File: src/design/adclc_pkg.sv
// Register map, field layout and encodings of the converter control block
package adclc_pkg;
   localparam int          ADDR_W          = 4;
   localparam int          DATA_W          = 8;
   localparam int          SAMPLE_W        = 12;
   localparam int          RESULT_W        = 16;
   localparam int          CHAN_W          = 5;
   localparam int          GROUP_SIZE      = 4;
   ////////////////////////////////////////////////////////////////////////////
   // Register offsets
   localparam logic [3:0]  OFS_CONTROL     = 4'h0;
   localparam logic [3:0]  OFS_MODE_TWO    = 4'h1;
   localparam logic [3:0]  OFS_UPPER_LIMIT = 4'h2;
   localparam logic [3:0]  OFS_LOWER_LIMIT = 4'h3;
   localparam logic [3:0]  OFS_CHANNEL     = 4'h4;
   localparam logic [3:0]  OFS_RESULT_LO   = 4'h5;
   localparam logic [3:0]  OFS_RESULT_HI   = 4'h6;
   localparam logic [3:0]  OFS_IRQ_STATUS  = 4'h7;
   localparam logic [3:0]  OFS_IRQ_MASK    = 4'h8;
   ////////////////////////////////////////////////////////////////////////////
   // Field positions
   localparam int          CTL_START_BIT   = 0;
   localparam int          CTL_SCAN_BIT    = 1;
   localparam int          CTL_BUSY_BIT    = 7;
   localparam int          M2_PLUS_HI_BIT  = 7;
   localparam int          M2_PLUS_LO_BIT  = 6;
   localparam int          M2_MINUS_BIT    = 5;
   localparam int          M2_LIMIT_BIT    = 3;
   localparam int          M2_LOW_POWER_WAKE_CONVERT_BIT   = 2;
   localparam int          M2_RES_BIT      = 0;
   localparam logic [7:0]  M2_WRITE_MASK   = 8'hED;
   localparam int          IRQ_DONE_BIT    = 0;
   localparam int          IRQ_BADREF_BIT  = 1;
   localparam logic [7:0]  IRQ_WRITE_MASK  = 8'h03;
   localparam logic [4:0]  CHAN_FIELD_MASK = 5'h1F;
   localparam int          RES8_DROP_BITS  = 4;
   localparam int          JUSTIFY_SHIFT   = RESULT_W - SAMPLE_W;
   ////////////////////////////////////////////////////////////////////////////
   // Reset values
   localparam logic [7:0]  RST_MODE_TWO    = 8'h00;
   localparam logic [7:0]  RST_UPPER_LIMIT = 8'hFF;
   localparam logic [7:0]  RST_LOWER_LIMIT = 8'h00;
   localparam logic [7:0]  RST_CHANNEL     = 8'h00;
   localparam logic [7:0]  RST_IRQ_MASK    = 8'h00;
   ////////////////////////////////////////////////////////////////////////////
   // Encodings
   typedef enum logic [1:0] {
      PREF_ANALOG_SUPPLY = 2'h0,
      PREF_EXT_PIN       = 2'h1,
      PREF_INTERNAL      = 2'h2,
      PREF_PROHIBITED    = 2'h3
   } adclc_plus_ref_type;

   typedef enum logic [1:0] {
      SEQ_IDLE = 2'h0,
      SEQ_REQ  = 2'h1,
      SEQ_WAIT = 2'h3,
      SEQ_DONE = 2'h2
   } adclc_seq_state_type;
endpackage : adclc_pkg

File: src/design/adclc_top.sv
// Converter configuration, limit window and result registers
`timescale 1ns/1ns
`default_nettype none
module adclc_top
   import adclc_pkg::*;
(
   input  wire logic                clk,
   input  wire logic                rst_n,
   input  wire logic [ADDR_W-1:0]   reg_addr,
   input  wire logic [DATA_W-1:0]   reg_wdata,
   input  wire logic                reg_write,
   input  wire logic                reg_read,
   output logic [DATA_W-1:0]        reg_rdata,
   input  wire logic                wake_trigger,
   input  wire logic                sample_valid,
   input  wire logic [SAMPLE_W-1:0] sample_data,
   output logic                     sample_req,
   output logic [CHAN_W:0]          analog_channel,
   output logic [1:0]               plus_ref_select,
   output logic                     minus_ref_select,
   output logic                     resolution_select,
   output logic                     low_power_wake_convert,
   output logic                     conversion_done_irq
);
   ////////////////////////////////////////////////////////////////////////////
   // Software visible state
   logic [7:0]            converter_mode_two;
   logic [7:0]            result_upper_limit;
   logic [7:0]            result_lower_limit;
   logic [7:0]            input_channel_select;
   logic                  channel_mode_select;
   logic [RESULT_W-1:0]   conversion_result;
   logic [7:0]            irq_status;
   logic [7:0]            irq_mask;
   logic                  start_pulse;

   logic                  wr_control;
   logic                  wr_mode_two;
   logic                  rd_status;
   logic                  bad_ref_write;
   logic                  seq_start;
   logic                  seq_busy;
   logic                  seq_done;
   logic [SAMPLE_W-1:0]   seq_sample;
   logic [SAMPLE_W-1:0]   sized_sample;
   logic                  window_hit;
   logic [7:0]            irq_set;
   logic [7:0]            next_irq_status;
   logic [DATA_W-1:0]     next_rdata;

   logic                  wr_upper;
   logic                  wr_lower;
   logic                  wr_channel;
   logic                  wr_mask;

   logic [1:0]            plus_ref_field;
   logic                  minus_ref_field;
   logic                  limit_mode_field;
   logic                  low_power_wake_convert_field;
   logic                  res_field;

   // Unmapped offsets decode to no strobe, so writes there are lost
   assign wr_control    = reg_write && (reg_addr == OFS_CONTROL);
   assign wr_mode_two   = reg_write && (reg_addr == OFS_MODE_TWO);
   assign rd_status     = reg_read && (reg_addr == OFS_IRQ_STATUS);
   assign bad_ref_write = wr_mode_two
                          && (reg_wdata[M2_PLUS_HI_BIT:M2_PLUS_LO_BIT] == PREF_PROHIBITED);

   assign wr_upper      = reg_write && (reg_addr == OFS_UPPER_LIMIT);
   assign wr_lower      = reg_write && (reg_addr == OFS_LOWER_LIMIT);
   assign wr_channel    = reg_write && (reg_addr == OFS_CHANNEL);
   assign wr_mask       = reg_write && (reg_addr == OFS_IRQ_MASK);

   // Named fields keep the bit positions in one place
   assign plus_ref_field   = converter_mode_two[M2_PLUS_HI_BIT:M2_PLUS_LO_BIT];
   assign minus_ref_field  = converter_mode_two[M2_MINUS_BIT];
   assign limit_mode_field = converter_mode_two[M2_LIMIT_BIT];
   assign low_power_wake_convert_field     = converter_mode_two[M2_LOW_POWER_WAKE_CONVERT_BIT];
   assign res_field        = converter_mode_two[M2_RES_BIT];

   ////////////////////////////////////////////////////////////////////////////
   // Mode register two
   always_ff @(posedge clk or negedge rst_n) begin
      if (!rst_n) begin
         converter_mode_two <= RST_MODE_TWO;
      end else if (wr_mode_two) begin
         converter_mode_two <= reg_wdata & M2_WRITE_MASK;
         // Prohibited plus-reference code keeps the previous source
         if (bad_ref_write) begin
            converter_mode_two[M2_PLUS_HI_BIT:M2_PLUS_LO_BIT] <=
               converter_mode_two[M2_PLUS_HI_BIT:M2_PLUS_LO_BIT];
         end
      end
   end

   ////////////////////////////////////////////////////////////////////////////
   // Limits, channel field and channel mode
   always_ff @(posedge clk or negedge rst_n) begin
      if (!rst_n) begin
         result_upper_limit <= RST_UPPER_LIMIT;
      end else if (wr_upper) begin
         result_upper_limit <= reg_wdata;
      end
   end

   always_ff @(posedge clk or negedge rst_n) begin
      if (!rst_n) begin
         result_lower_limit <= RST_LOWER_LIMIT;
      end else if (wr_lower) begin
         result_lower_limit <= reg_wdata;
      end
   end

   always_ff @(posedge clk or negedge rst_n) begin
      if (!rst_n) begin
         input_channel_select <= RST_CHANNEL;
      end else if (wr_channel) begin
         input_channel_select <= {3'h0, reg_wdata[CHAN_W-1:0] & CHAN_FIELD_MASK};
      end
   end

   // Channel mode lives in the control register, beside the start bit
   always_ff @(posedge clk or negedge rst_n) begin
      if (!rst_n) begin
         channel_mode_select <= 1'b0;
      end else if (wr_control) begin
         channel_mode_select <= reg_wdata[CTL_SCAN_BIT];
      end
   end

   // Start bit is self clearing; writes while busy are dropped
   always_ff @(posedge clk or negedge rst_n) begin
      if (!rst_n) begin
         start_pulse <= 1'b0;
      end else begin
         start_pulse <= wr_control && reg_wdata[CTL_START_BIT] && !seq_busy;
      end
   end

   // Wake trigger only counts while low_power_wake_convert is enabled
   // A start that meets a busy sequencer is dropped, not queued
   assign seq_start = start_pulse
                      || (wake_trigger && low_power_wake_convert_field && !seq_busy);

   ////////////////////////////////////////////////////////////////////////////
   // Conversion path
   adclc_sequencer u_seq (
      .clk          (clk),
      .rst_n        (rst_n),
      .start        (seq_start),
      .scan_mode    (channel_mode_select),
      .base_channel (input_channel_select[CHAN_W-1:0]),
      .sample_valid (sample_valid),
      .sample_data  (sample_data),
      .sample_req   (sample_req),
      .channel      (analog_channel),
      .busy         (seq_busy),
      .done         (seq_done),
      .sample       (seq_sample)
   );

   // 8-bit mode clears the four lowest sample bits, result bits 7:4
   always_comb begin
      sized_sample = seq_sample;
      if (res_field) begin
         sized_sample[RES8_DROP_BITS-1:0] = '0;
      end
   end

   adclc_window_check u_window (
      .sample           (sized_sample),
      .upper_limit      (result_upper_limit),
      .lower_limit      (result_lower_limit),
      .limit_check_mode (limit_mode_field),
      .raise_irq        (window_hit)
   );

   // Every result is stored, inside the window or not
   always_ff @(posedge clk or negedge rst_n) begin
      if (!rst_n) begin
         conversion_result <= '0;
      end else if (seq_done) begin
         conversion_result <= {sized_sample, {JUSTIFY_SHIFT{1'b0}}};
      end
   end

   ////////////////////////////////////////////////////////////////////////////
   // Analog front-end controls
   always_ff @(posedge clk or negedge rst_n) begin
      if (!rst_n) begin
         plus_ref_select        <= PREF_ANALOG_SUPPLY;
         minus_ref_select       <= 1'b0;
         resolution_select      <= 1'b0;
         low_power_wake_convert <= 1'b0;
      end else begin
         plus_ref_select        <= plus_ref_field;
         minus_ref_select       <= minus_ref_field;
         resolution_select      <= res_field;
         low_power_wake_convert <= low_power_wake_convert_field;
      end
   end

   ////////////////////////////////////////////////////////////////////////////
   // Interrupt status, mask and output
   always_comb begin
      irq_set                 = 8'h00;
      irq_set[IRQ_DONE_BIT]   = seq_done && window_hit;
      irq_set[IRQ_BADREF_BIT] = bad_ref_write;
      // A new event in the clearing cycle survives the read
      next_irq_status = (rd_status ? 8'h00 : irq_status) | irq_set;
   end

   always_ff @(posedge clk or negedge rst_n) begin
      if (!rst_n) begin
         irq_status <= 8'h00;
      end else begin
         irq_status <= next_irq_status;
      end
   end

   always_ff @(posedge clk or negedge rst_n) begin
      if (!rst_n) begin
         irq_mask <= RST_IRQ_MASK;
      end else if (wr_mask) begin
         irq_mask <= reg_wdata & IRQ_WRITE_MASK;
      end
   end

   // Registered from next_irq_status, so the pin keeps step with irq_status and stays glitch free
   always_ff @(posedge clk or negedge rst_n) begin
      if (!rst_n) begin
         conversion_done_irq <= 1'b0;
      end else begin
         conversion_done_irq <= |(next_irq_status & irq_mask);
      end
   end

   ////////////////////////////////////////////////////////////////////////////
   // Read data, one cycle after the strobe
   always_comb begin
      next_rdata = 8'h00;
      unique case (reg_addr)
         OFS_CONTROL: begin
            next_rdata[CTL_SCAN_BIT] = channel_mode_select;
            next_rdata[CTL_BUSY_BIT] = seq_busy;
         end
         OFS_MODE_TWO: begin
            next_rdata = converter_mode_two;
         end
         OFS_UPPER_LIMIT: begin
            next_rdata = result_upper_limit;
         end
         OFS_LOWER_LIMIT: begin
            next_rdata = result_lower_limit;
         end
         OFS_CHANNEL: begin
            next_rdata = input_channel_select;
         end
         OFS_RESULT_LO: begin
            next_rdata = conversion_result[7:0];
         end
         OFS_RESULT_HI: begin
            next_rdata = conversion_result[15:8];
         end
         OFS_IRQ_STATUS: begin
            next_rdata = irq_status;
         end
         OFS_IRQ_MASK: begin
            next_rdata = irq_mask;
         end
         // Unmapped offsets read as zero
         default: begin
            next_rdata = 8'h00;
         end
      endcase
   end

   always_ff @(posedge clk or negedge rst_n) begin
      if (!rst_n) begin
         reg_rdata <= 8'h00;
      end else if (reg_read) begin
         reg_rdata <= next_rdata;
      end else begin
         reg_rdata <= 8'h00;
      end
   end
endmodule : adclc_top
`default_nettype wire

File: src/design/adclc_window_check.sv
// Upper/lower limit window comparison of a conversion result
`timescale 1ns/1ns
`default_nettype none
module adclc_window_check
   import adclc_pkg::*;
(
   input  wire logic [SAMPLE_W-1:0] sample,
   input  wire logic [7:0]          upper_limit,
   input  wire logic [7:0]          lower_limit,
   input  wire logic                limit_check_mode,
   output logic                     raise_irq
);
   logic [7:0] top_byte;
   logic       inside_window_region;
   logic       below_window_region;
   logic       above_window_region;

   // Only the upper eight result bits meet the 8-bit limits
   assign top_byte             = sample[SAMPLE_W-1 -: 8];
   assign inside_window_region = (top_byte >= lower_limit) && (top_byte <= upper_limit);
   assign below_window_region  = (top_byte <= lower_limit);
   assign above_window_region  = (top_byte > upper_limit);

   always_comb begin
      if (limit_check_mode) begin
         raise_irq = below_window_region || above_window_region;
      end else begin
         raise_irq = inside_window_region;
      end
   end
endmodule : adclc_window_check
`default_nettype wire

File: src/design/adclc_sequencer.sv
// Conversion sequencer: select one input or scan a group of four
`timescale 1ns/1ns
`default_nettype none
module adclc_sequencer
   import adclc_pkg::*;
(
   input  wire logic                clk,
   input  wire logic                rst_n,
   input  wire logic                start,
   input  wire logic                scan_mode,
   input  wire logic [CHAN_W-1:0]   base_channel,
   input  wire logic                sample_valid,
   input  wire logic [SAMPLE_W-1:0] sample_data,
   output logic                     sample_req,
   output logic [CHAN_W:0]          channel,
   output logic                     busy,
   output logic                     done,
   output logic [SAMPLE_W-1:0]      sample
);
   adclc_seq_state_type state;
   logic [1:0]          step;
   logic                last_step;

   // Select mode stops after one input, scan after four
   assign last_step = !scan_mode || (step == 2'(GROUP_SIZE - 1));

   always_ff @(posedge clk or negedge rst_n) begin
      if (!rst_n) begin
         state <= SEQ_IDLE;
         step  <= 2'h0;
      end else begin
         unique case (state)
            SEQ_IDLE: begin
               step <= 2'h0;
               if (start) begin
                  state <= SEQ_REQ;
               end
            end
            SEQ_REQ: begin
               state <= SEQ_WAIT;
            end
            SEQ_WAIT: begin
               if (sample_valid) begin
                  state <= SEQ_DONE;
               end
            end
            SEQ_DONE: begin
               step  <= step + 2'h1;
               state <= last_step ? SEQ_IDLE : SEQ_REQ;
            end
         endcase
      end
   end

   always_ff @(posedge clk or negedge rst_n) begin
      if (!rst_n) begin
         sample_req <= 1'b0;
         channel    <= '0;
         busy       <= 1'b0;
      end else begin
         sample_req <= (state == SEQ_REQ);
         // Group slides by one input per field step
         channel    <= {1'b0, base_channel} + {4'h0, step};
         busy       <= (state != SEQ_IDLE) || start;
      end
   end

   always_ff @(posedge clk or negedge rst_n) begin
      if (!rst_n) begin
         done   <= 1'b0;
         sample <= '0;
      end else begin
         done <= (state == SEQ_WAIT) && sample_valid;
         if ((state == SEQ_WAIT) && sample_valid) begin
            sample <= sample_data;
         end
      end
   end
endmodule : adclc_sequencer
`default_nettype wire

File: config.mk
export PLATFORM = sky130hd
export DESIGN_NAME = adclc_top
export DESIGN_NICKNAME = d
export VERILOG_FILES = /design/src/design/adclc_pkg.sv /design/src/design/adclc_top.sv /design/src/design/adclc_window_check.sv /design/src/design/adclc_sequencer.sv
export SDC_FILE = /design/constraint.sdc
export NUM_CORES = 1
export LEC_CHECK = 0
export ABC_AREA = 1
export BUFFER_PORTS_ARGS = -buffer_cell sky130_fd_sc_hd__buf_2
export CAP_MARGIN = 20
export CORE_MARGIN = 3
export CORE_UTILIZATION = 59
export CTS_CLUSTER_SIZE = 10
export DETAILED_ROUTE_END_ITERATION = 8
export GPL_ROUTABILITY_DRIVEN = 0
export PLACE_DENSITY_LB_ADDON = 0.2
export SETUP_SLACK_MARGIN = 0.02
export SLEW_MARGIN = 20
export SYNTH_ARGS = -nofsm -noshare
export SYNTH_HDL_FRONTEND = slang
export SYNTH_SLANG_ARGS = --single-unit
File: constraint.sdc
create_clock -name clk -period 4.23 [get_ports clk]
set_input_delay 1.0575 -clock clk [delete_from_list [all_inputs] [get_ports clk]]
set_output_delay 1.0575 -clock clk [all_outputs]
set_load 0.05 [all_outputs]
==> results.yml, run 1 <==
routing:
  wl_per_cell_um: 15.48
  drt_iter0_drc: 309
  ant_nets: 0
  routed_wl_um: 8609
  firstDrtPassIters: 6
  vias_per_cell: 5.626
  drc: 0
  vias: 3128
critical_path:
  arrival_ns: 0.96
  critPathKind: "register to output port"
  worstPathMaxFanout: 1
  crit_buf_inv: 1
  r2r_slack_ns: 2.33
  reg2reg_to: "conversion_done_irq$_DFF_PN0_"
  rr_startpoint: "result_upper_limit[7]$_DFFE_PN1P_"
  cp_slowest_cell: "dfrtp_1"
  path_cells: "buf_2"
  cp.required_ns: 3.17
  cp-start-kind: "register"
  critPathTopFamily: "flip-flops"
  worst_r2r_path_depth: 12
  cp-end-kind: "output port"
  slowest_delay_ns: 0.36
timing:
  tns_ns: 0
  fmax_mhz: 494.9
  hold_ws_ns: 0.4075
  worst_slack_ns: 2.210
  slew-limit-headroom: 0.5114
  worst_pin_slew_ns: 0.7329
  rsz0062_at_grt: "false"
  finalCriticalPeriod_ns: 2.021
  setup_viol: 0
  min_period_over_period: 0.4777
  finClkSkew_ns: 0.008710
  finalHoldViolCount: 0
  drv_slew: 0
cells_and_area:
  stdcell_count: 556
  syn_to_final_growth_pct: 12.79
  fin_util: 0.7090
  diodes: 0
  drive_above_1_share: 0.1850
  fin_nets: 526
cts:
  clk_latency_ns: 0.35
  hold_buffers: 0
  cts.htree.levels: 3
  cts_buffer_depth: 2
  numCtsBuffers: 9
  cts_setup_buffers: 0
  clock-sinks: 84
  cts_resized: 0
  cts_root_buf: "clkbuf_8"
  clk_pin_slew_ns: 0.08
  cts_tree: "built"
min_path:
  worstHoldEndpoint: "u_seq.state[1]$_DFFE_PN0P_"
  min-delay-start: "u_seq.state[0]$_DFFE_PN0P_"
  worstHoldPathCells: 0
  hp-class: "register to register"
floorplan:
  rows: 28
  dieWidth_um: 86.82
  fp.dieH_um: 86.82
  ios: 51
  core_mm2: 0.006131
  die-area_mm2: 0.007538
  start_util: 0.6286
logic_synthesis:
  syn_inst: 424
  synthDistinctLibCells: 37
  synth_seq_cells: 84
  ys_seq_area_frac: 0.5481
  yosys_warnings: 0
  syn_nets: 474
  syn_avg_cell_area_um2: 9.089
  synth_area_mm2: 0.003854
place:
  place_ws_ns: 1.888
  dp_hpwl_um: 6366
  buffer_ports.inserted: 50
  placedCellCount: 540
power:
  leakage_nw: 2.294
  p_per_area_mw_per_mm2: 608.7
  irDropWorstVdd_mv: 0.4182
run_status:
  outcome: "finished, final reports clean"
global_route:
  grt-ovfl-total: 0
  grt_pass1_vias: 2935
  grt_antenna_before_repair: 0
  grt_pass1_wl_um: 14640
  grt_usage: 0.2535
  grt_start_max_net_pins: 85
run:
  max_cap_viol_count: 0
-- registers in the layout, indices dropped and copies added (netlist names), 2 cells and up --
name                  flops
conversion_result        12
u_seq.sample             12
reg_rdata                 8
result_lower_limit        8
result_upper_limit        8
converter_mode_two        6
u_seq.channel             6
input_channel_select      5
irq_mask                  2
irq_status                2
plus_ref_select           2
u_seq.state               2
u_seq.step                2
-- cells in the mapped netlist --
| master | n | area (um^2) |
|---|---|---|
| a221oi_1 | 5 | 43.79 |
| o211ai_1 | 1 | 7.510 |
| nor3_1 | 1 | 5.000 |
| clkinv_4 | 1 | 8.760 |
| buf_2 | 2 | 10.01 |
| o22ai_1 | 10 | 62.56 |
| clkbuf_1 | 5 | 18.77 |
| dfrtp_1 | 76 | 1902 |
| xnor2_1 | 1 | 8.760 |
| o32ai_1 | 1 | 8.760 |
| nand2_4 | 2 | 22.52 |
| inv_1 | 60 | 225.2 |
| o21ai_1 | 16 | 80.08 |
| a21oi_1 | 15 | 75.07 |
| nand2_1 | 114 | 427.9 |
| a211oi_1 | 2 | 15.01 |
| buf_6 | 2 | 22.52 |
| clkinv_1 | 1 | 3.750 |
| o31ai_2 | 1 | 12.51 |
| nor2_1 | 15 | 56.30 |
| nor2_2 | 2 | 12.51 |
| nor3b_1 | 1 | 7.510 |
| nand4_1 | 2 | 12.51 |
| nor2_4 | 2 | 22.52 |
| and3_1 | 2 | 12.51 |
| o21ai_0 | 30 | 150.1 |
| inv_2 | 3 | 11.26 |
| fa_1 | 1 | 20.02 |
| xor2_1 | 2 | 17.52 |
| clkinv_2 | 1 | 5.000 |
| o221ai_1 | 1 | 8.760 |
| nand3_1 | 10 | 50.05 |
| a31oi_1 | 2 | 12.51 |
| nand2_2 | 5 | 31.28 |
| ha_1 | 19 | 237.7 |
| dfstp_2 | 8 | 210.2 |
| a21o_1 | 2 | 15.01 |
-- logic make-up after synthesis --
family / synth area share
flops: 0.5481
compound gates: 0.1276
buf+inv: 0.07922
xor+xnor: 0.006819
fa+ha+maj: 0.06688
simple gates: 0.1714
-- placed cells by master, fill, tap and decap left out, types with 2 or more instances in the layout --
| master | instances |
|---|---|
| o21ai_0 | 30 |
| nand2_1 | 114 |
| o21ai_1 | 16 |
| nand4_1 | 2 |
| clkbuf_1 | 2 |
| a221oi_1 | 5 |
| clkinv_4 | 2 |
| a21o_1 | 2 |
| inv_1 | 60 |
| a21oi_1 | 15 |
| clkinv_2 | 3 |
| nand2_2 | 5 |
| nor2_1 | 15 |
| nand3_1 | 10 |
| inv_2 | 3 |
| o22ai_1 | 10 |
| nor2_4 | 2 |
| a211oi_1 | 2 |
| clkbuf_8 | 10 |
| nor2_2 | 2 |
| ha_1 | 19 |
| dfstp_2 | 8 |
| nand2_4 | 2 |
| dfrtp_1 | 76 |
| xor2_1 | 2 |
| a31oi_1 | 2 |
| and3_1 | 2 |
| buf_2 | 49 |
-- where the power goes --
part	internal, mW	switching (mW)
clock network	0.289	0.275
logic	0.290	0.574
registers	1.05	0.172
-- metal layers --
layer	vias up	share of wire	track usage
met1	1506	0.43	0.3608
met3	22	0.077	0.05608
met2	128	0.47	0.3879
li1	1472	-	-
met4	0	0.019	0.08357
met5	-	0	0
-- area by class of cell --
type                    count  area (um^2)
flip-flops and latches     84         2112
fillers                   458         1784
multi-input cells         265         1436
repair buffers             50        256.5
inverters                  66        254.0
clock buffers              12        145.1
well taps                  75        93.84
clock inverters             4        48.80
-- how the worst max path moves through the flow --
stage	cells after the start	end	start
2_1_floorplan	7	result_lower_limit[6]$_DFFE_PN0P_	reg_addr[3]
3_3_place_gp	4	u_seq.sample[4]$_DFFE_PN0P_	sample_valid
3_5_place_dp	4	u_seq.sample[4]$_DFFE_PN0P_	sample_valid
4_1_cts	1	reg_rdata[3]	reg_rdata[3]$_DFF_PN0_
5_1_grt	5	u_seq.sample[0]$_DFFE_PN0P_	sample_valid
6_report	1	reg_rdata[3]	reg_rdata[3]$_DFF_PN0_
-- metrics by stage --
stage	area (um^2)	total power, mW
2_1_floorplan	3854	1.832
3_3_place_gp	4149	2.037
3_5_place_dp	4149	2.088
4_1_cts	4343	2.654
5_1_grt	4347	2.849
6_report	4347	2.646
Power figures use the tool's default switching activity.
==> run 2: changes to the inputs <==
Settings changed: CORE_UTILIZATION 59 to 52.
Clock period 4.23 ns to 1.6 ns, I/O delays scaled along.
==> results.yml, run 2 (synthesis results as in run 1) <==
cells_and_area:
  final_common_cell: "nand2_1"
  drive_above_1_share: 0.2495
  fin_nets: 550
  layout.cells.most_common_list: "nand2_1, dfrtp_1, inv_1, buf_2, o21ai_0"
  nFillCells: 596
  fin_util: 0.6656
  diodes: 0
  syn_to_final_growth_pct: 20.58
  top_regs: "conversion_result x12, u_seq.sample x12"
critical_path:
  cp_slowest_cell: "dfstp_2"
  critPathKind: "register to register"
  crit_path_start: "result_upper_limit[1]$_DFFE_PN1P_"
  worstPathMaxFanout: 2
  worst_r2r_path_depth: 15
  cp.required_ns: 1.83
  cp-end-kind: "register"
  crit_buf_inv: 1
  cp_common_cell: "nand2_1"
  path_cells: "inv_2 > ha_4 > nand2_1 > nand2_1 > nand2_1 > nand2_1 > nand2_1 > nand2_1 > nand2_1 > nand2_1 > nand2_1 > nand3_1 > nand2_1 > nand2_1 > nand2_1"
  rr_startpoint: "result_upper_limit[1]$_DFFE_PN1P_"
  r2r_slack_ns: -0.14
  slowest_delay_ns: 0.55
  cp-start-kind: "register"
  critPathTopFamily: "simple AND/OR/NAND/NOR gates"
  reg2reg_to: "conversion_done_irq$_DFF_PN0_"
  cp-endpoint: "conversion_done_irq$_DFF_PN0_"
  path_depth: 15
  arrival_ns: 1.97
cts:
  cts_root_buf: "clkbuf_8"
  numCtsBuffers: 9
  cts_tree: "built"
  cts_buffer_depth: 2
  clk_latency_ns: 0.35
  clk_pin_slew_ns: 0.08
  clock-sinks: 84
  cts.htree.levels: 3
timing:
  finClkSkew_ns: 0.01261
  worst_slack_ns: -0.1410
  drv_slew: 0
  tns_ns: -0.1696
  worst_pin_slew_ns: 0.4189
  min_period_over_period: 1.088
  finalHoldViolCount: 0
  slew-limit-headroom: 0.7204
  finalCriticalPeriod_ns: 1.741
  fmax_mhz: 574.4
  setup_viol: 2
  rsz0062_at_grt: "true"
floorplan:
  dieWidth_um: 92.09
  fp.dieH_um: 92.09
  core_mm2: 0.006982
  rows: 30
  ios: 51
  start_util: 0.5520
  die-area_mm2: 0.008480
power:
  leakage_nw: 2.402
  p_per_area_mw_per_mm2: 1590
  irDropWorstVdd_mv: 0.7078
routing:
  top_layer_used: "met4"
  drc: 0
  wl_met3_um: 515
  dr_wl_met2_um: 4473
  vias_per_cell: 5.243
  wl_per_cell_um: 15.64
  vias: 3151
  wl_met1_um: 4152
  ant_nets: 0
  firstDrtPassIters: 5
  routed_wl_um: 9397
  drt_iter0_drc: 207
global_route:
  grt_pass1_vias: 3181
  grt_antenna_before_repair: 0
  grt_pass1_wl_um: 15600
  grt-ovfl-total: 0
  grt_start_max_net_pins: 26
  grt_usage: 0.2362
run:
  max_cap_viol_count: 0
place:
  buffer_ports.inserted: 50
  dp_hpwl_um: 6883
min_path:
  hp-class: "input port to register"
run_status:
  violations: "negative setup slack"
  outcome: "complete, but fails checks"
-- run 2: cell type report --
type / instances / area [um^2] / area share
repair buffers: 74 / 447.9 / 0.09639
flip-flops and latches: 84 / 2112 / 0.4545
multi-input cells: 265 / 1531 / 0.3296
inverters: 66 / 254.0 / 0.05466
well taps: 96 / 120.1 / 0.02585
clock buffers: 13 / 138.9 / 0.02989
clock inverters: 3 / 42.54 / 0.009155
-- run 2: worst reg2reg max path: cells and delay by family (launching register included) --
family | cells | cell delay (ns)
adders and majority gates | 1 | 0.26
buffers and inverters | 1 | 0.05
DFF | 1 | 0.55
and+or+nand+nor | 13 | 0.78
-- run 2: worst min path at each step --
stage	startpoint	end	slack, ns	depth (start not counted)
floorplan	rst_n	channel_mode_select$_DFFE_PN0P_	0.10	0
global placement	rst_n	u_seq.state[1]$_DFFE_PN0P_	0.32	1
global route	sample_data[10]	u_seq.sample[10]$_DFFE_PN0P_	0.23	3
detailed placement	rst_n	u_seq.state[0]$_DFFE_PN0P_	0.33	1
finish	sample_data[10]	u_seq.sample[10]$_DFFE_PN0P_	0.24	3
CTS	sample_data[10]	u_seq.sample[10]$_DFFE_PN0P_	0.23	3
-- run 2: report_power, final --
group / internal (mW) / total, mW / leakage, nW / switching, mW
registers: 2.77 / 3.21 / 1.05 / 0.445
logic: 1.05 / 2.73 / 1.26 / 1.68
clock network: 0.723 / 1.44 / 0.0876 / 0.721
total: 4.54 / 7.39 / 2.40 / 2.85
-- run 2: metal layers --
layer,up-vias,track usage
li1,1513,-
met1,1505,0.3160
met2,112,0.3826
met3,21,0.05168
met4,0,0.07921
met5,-,0
-- run 2: repair_timing --
item / in CTS / in global routing
hold endpoints to repair: 18 / 0
gates cloned: 0 / 0
buffers inserted: 0 / 1
pin swaps: 10 / 3
hold buffers: 1 / 0
gates resized for setup: 15 / 1
setup endpoints to repair: 2 / 3
-- run 2: per-stage QoR --
step / setup WS, ns / instance area [um^2] / hold WS, ns / power, mW / cells
2_1_floorplan: 0.02868 / 3854 / 0.1044 / 4.843 / 424
3_3_place_gp: -0.04766 / 4353 / 0.3246 / 5.583 / 583
3_5_place_dp: -0.1220 / 4353 / 0.3259 / 5.711 / 583
4_1_cts: -0.08324 / 4627 / 0.2304 / 7.332 / 600
5_1_grt: -0.2440 / 4647 / 0.2318 / 7.928 / 601
6_report: -0.1410 / 4647 / 0.2408 / 7.388 / 601
==> run 3: changes to the inputs <==
Settings changed: ABC_AREA 1 to unset, GPL_TIMING_DRIVEN set to 0, PLACE_DENSITY set to 0.76, PLACE_DENSITY_LB_ADDON 0.2 to unset.
==> results.yml, run 3 <==
timing:
  setup_viol: 2
  rsz0062_at_grt: "true"
  fmax_mhz: 502.7
  drv_slew: 0
  min_period_over_period: 1.243
  slew-limit-headroom: 0.6337
  worst_pin_slew_ns: 0.5475
  worst_slack_ns: -0.3891
  finClkSkew_ns: 0.01068
  finalCriticalPeriod_ns: 1.989
  finalHoldViolCount: 0
cts:
  clock-sinks: 84
  cts_tree: "built"
  clk_pin_slew_ns: 0.08
  cts_buffer_depth: 2
  numCtsBuffers: 9
  clk_latency_ns: 0.36
  cts.htree.levels: 3
  cts_root_buf: "clkbuf_8"
power:
  leakage_nw: 2.155
  irDropWorstVdd_mv: 0.8504
  p_per_area_mw_per_mm2: 1644
logic_synthesis:
  ys_seq_area_frac: 0.5267
  yosys.area.top_type: "dfrtp_1"
  syn_nets: 409
  synth_common_cells: "dfrtp_1, mux2_2, inv_1, nand2_1, o21ai_0"
  async_flop_share: 1.000
  synth_area_leaders: "dfrtp_1, mux2_2, ha_1, dfstp_2, o21ai_0"
  yosysMostFrequentCell: "dfrtp_1"
  synthFlopType: "dfrtp_1"
  syn_avg_cell_area_um2: 11.17
  yosysTopAreaCellShare: 0.4743
  yosys_warnings: 0
  syn_inst: 359
  synth-edff-count: 0
  synth_area_mm2: 0.004010
  synthDistinctLibCells: 46
  synth_seq_cells: 84
run_status:
  violations: "negative setup slack"
  outcome: "complete, but fails checks"
critical_path:
  cp-start-kind: "register"
  worst_r2r_path_depth: 8
  rr_startpoint: "result_lower_limit[1]$_DFFE_PN0P_"
  reg2reg_to: "conversion_done_irq$_DFF_PN0_"
  cp-end-kind: "register"
  worstPathMaxFanout: 2
  cp.required_ns: 1.86
  arrival_ns: 2.25
  r2r_slack_ns: -0.39
  critPathKind: "register to register"
floorplan:
  start_util: 0.5441
  die-area_mm2: 0.008801
  fp.dieH_um: 93.82
  ios: 51
  dieWidth_um: 93.82
  core_mm2: 0.007370
  rows: 31
cells_and_area:
  fin_nets: 471
  syn_to_final_growth_pct: 16.60
  layout.cells.most_common_list: "dfrtp_1, buf_2, mux2_2, inv_1, nand2_1"
  top_regs: "conversion_result x12, u_seq.sample x12"
  stdcell_count: 525
  drive_above_1_share: 0.3310
  final_common_cell: "dfrtp_1"
  diodes: 0
place:
  place_ws_ns: -0.4448
  dp_hpwl_um: 6729
  buffer_ports.inserted: 49
  placedCellCount: 508
global_route:
  grt_antenna_before_repair: 0
  grt-ovfl-total: 0
  grt_start_max_net_pins: 44
  grt_pass1_wl_um: 14470
  grt_usage: 0.2171
  grt_pass1_vias: 2834
routing:
  vias: 2962
  ant_nets: 0
  firstDrtPassIters: 5
  drc: 0
  drt_iter0_drc: 219
  routed_wl_um: 9146
  vias_per_cell: 5.642
  wl_per_cell_um: 17.42
run:
  max_cap_viol_count: 0
min_path:
  hp-class: "input port to asynchronous set/reset pin"
## run 3: metrics by stage
| step | util | setup TNS (ns) | power, mW | hold slack [ns] | cell area [um^2] |
|---|---|---|---|---|---|
| global route | 0.6345 | -0.8788 | 8.167 | 0.04812 | 4676 |
| detailed placement | 0.5973 | -11.63 | 5.985 | 0.3940 | 4402 |
| floorplan | - | -0.4149 | 5.191 | 0.1044 | 4010 |
| CTS | 0.6234 | -0.8007 | 7.455 | 0.02430 | 4594 |
| finish | 0.6345 | -0.7428 | 7.689 | 0.01584 | 4676 |
| global placement | 0.5942 | -46.36 | 5.845 | 0.4000 | 4379 |
## run 3: timing repair
| action | 4_1_cts | 5_1_grt |
|---|---|---|
| hold buffers | 0 | 0 |
| endpoints found under the setup margin | 11 | 20 |
| pin swaps | 0 | 3 |
| setup buffers | 2 | 2 |
| endpoints found under the hold margin | 0 | 0 |
| gates resized for setup | 3 | 15 |
| cloned | 0 | 0 |
## run 3: worst max-delay path by stage
stage / from / to
2_1_floorplan: u_seq.sample[5]$_DFFE_PN0P_ / irq_status[0]$_DFF_PN0_
3_3_place_gp: rst_n / u_seq.done$_DFF_PN0_
3_5_place_dp: u_seq.sample[5]$_DFFE_PN0P_ / conversion_done_irq$_DFF_PN0_
4_1_cts: result_lower_limit[1]$_DFFE_PN0P_ / conversion_done_irq$_DFF_PN0_
5_1_grt: result_lower_limit[1]$_DFFE_PN0P_ / conversion_done_irq$_DFF_PN0_
6_report: result_lower_limit[1]$_DFFE_PN0P_ / conversion_done_irq$_DFF_PN0_
## run 3: worst max-delay path: stages (launching register included)
cell and delay (ns):
dfrtp_1 0.39, inv_2 0.08, ha_4 0.20, nor2b_4 0.12, o211ai_1 0.20, a21oi_1 0.12
or3_1 0.32, a31o_1 0.26, a311oi_2 0.20
## run 3: routing by layer
| layer | global-route usage | part of all wire | vias up |
|---|---|---|---|
| met5 | 0 | 0 | - |
| met1 | 0.3053 | 0.44 | 1445 |
| li1 | - | - | 1395 |
| met4 | 0.07822 | 0.021 | 0 |
| met2 | 0.3306 | 0.47 | 105 |
| met3 | 0.04888 | 0.072 | 17 |
## run 3: logic make-up after synthesis
family,Yosys count,share of synthesized area
xor+xnor,3,0.006553
mux,47,0.1307
simple gates,95,0.1257
buf+inv,44,0.04368
fa+ha+maj,20,0.06428
compound gates,66,0.1023
flops,84,0.5267
## run 3: final cells by class
class / instances / area, um^2
Tap cell: 99 / 123.9
Sequential cell: 84 / 2112
Buffer: 12 / 57.56
Multi-Input combinational cell: 231 / 1798
Timing Repair Buffer: 54 / 297.8
Clock buffer: 14 / 142.6
Inverter: 29 / 108.9
Fill cell: 615 / 2694
Clock inverter: 2 / 35.03
## run 3: report_power, final
group	internal, mW	leakage (nW)	switching, mW
sequential	2.85	1.02	0.597
combinational	1.27	1.04	1.54
clock	0.723	0.0887	0.703
total	4.84	2.15	2.84
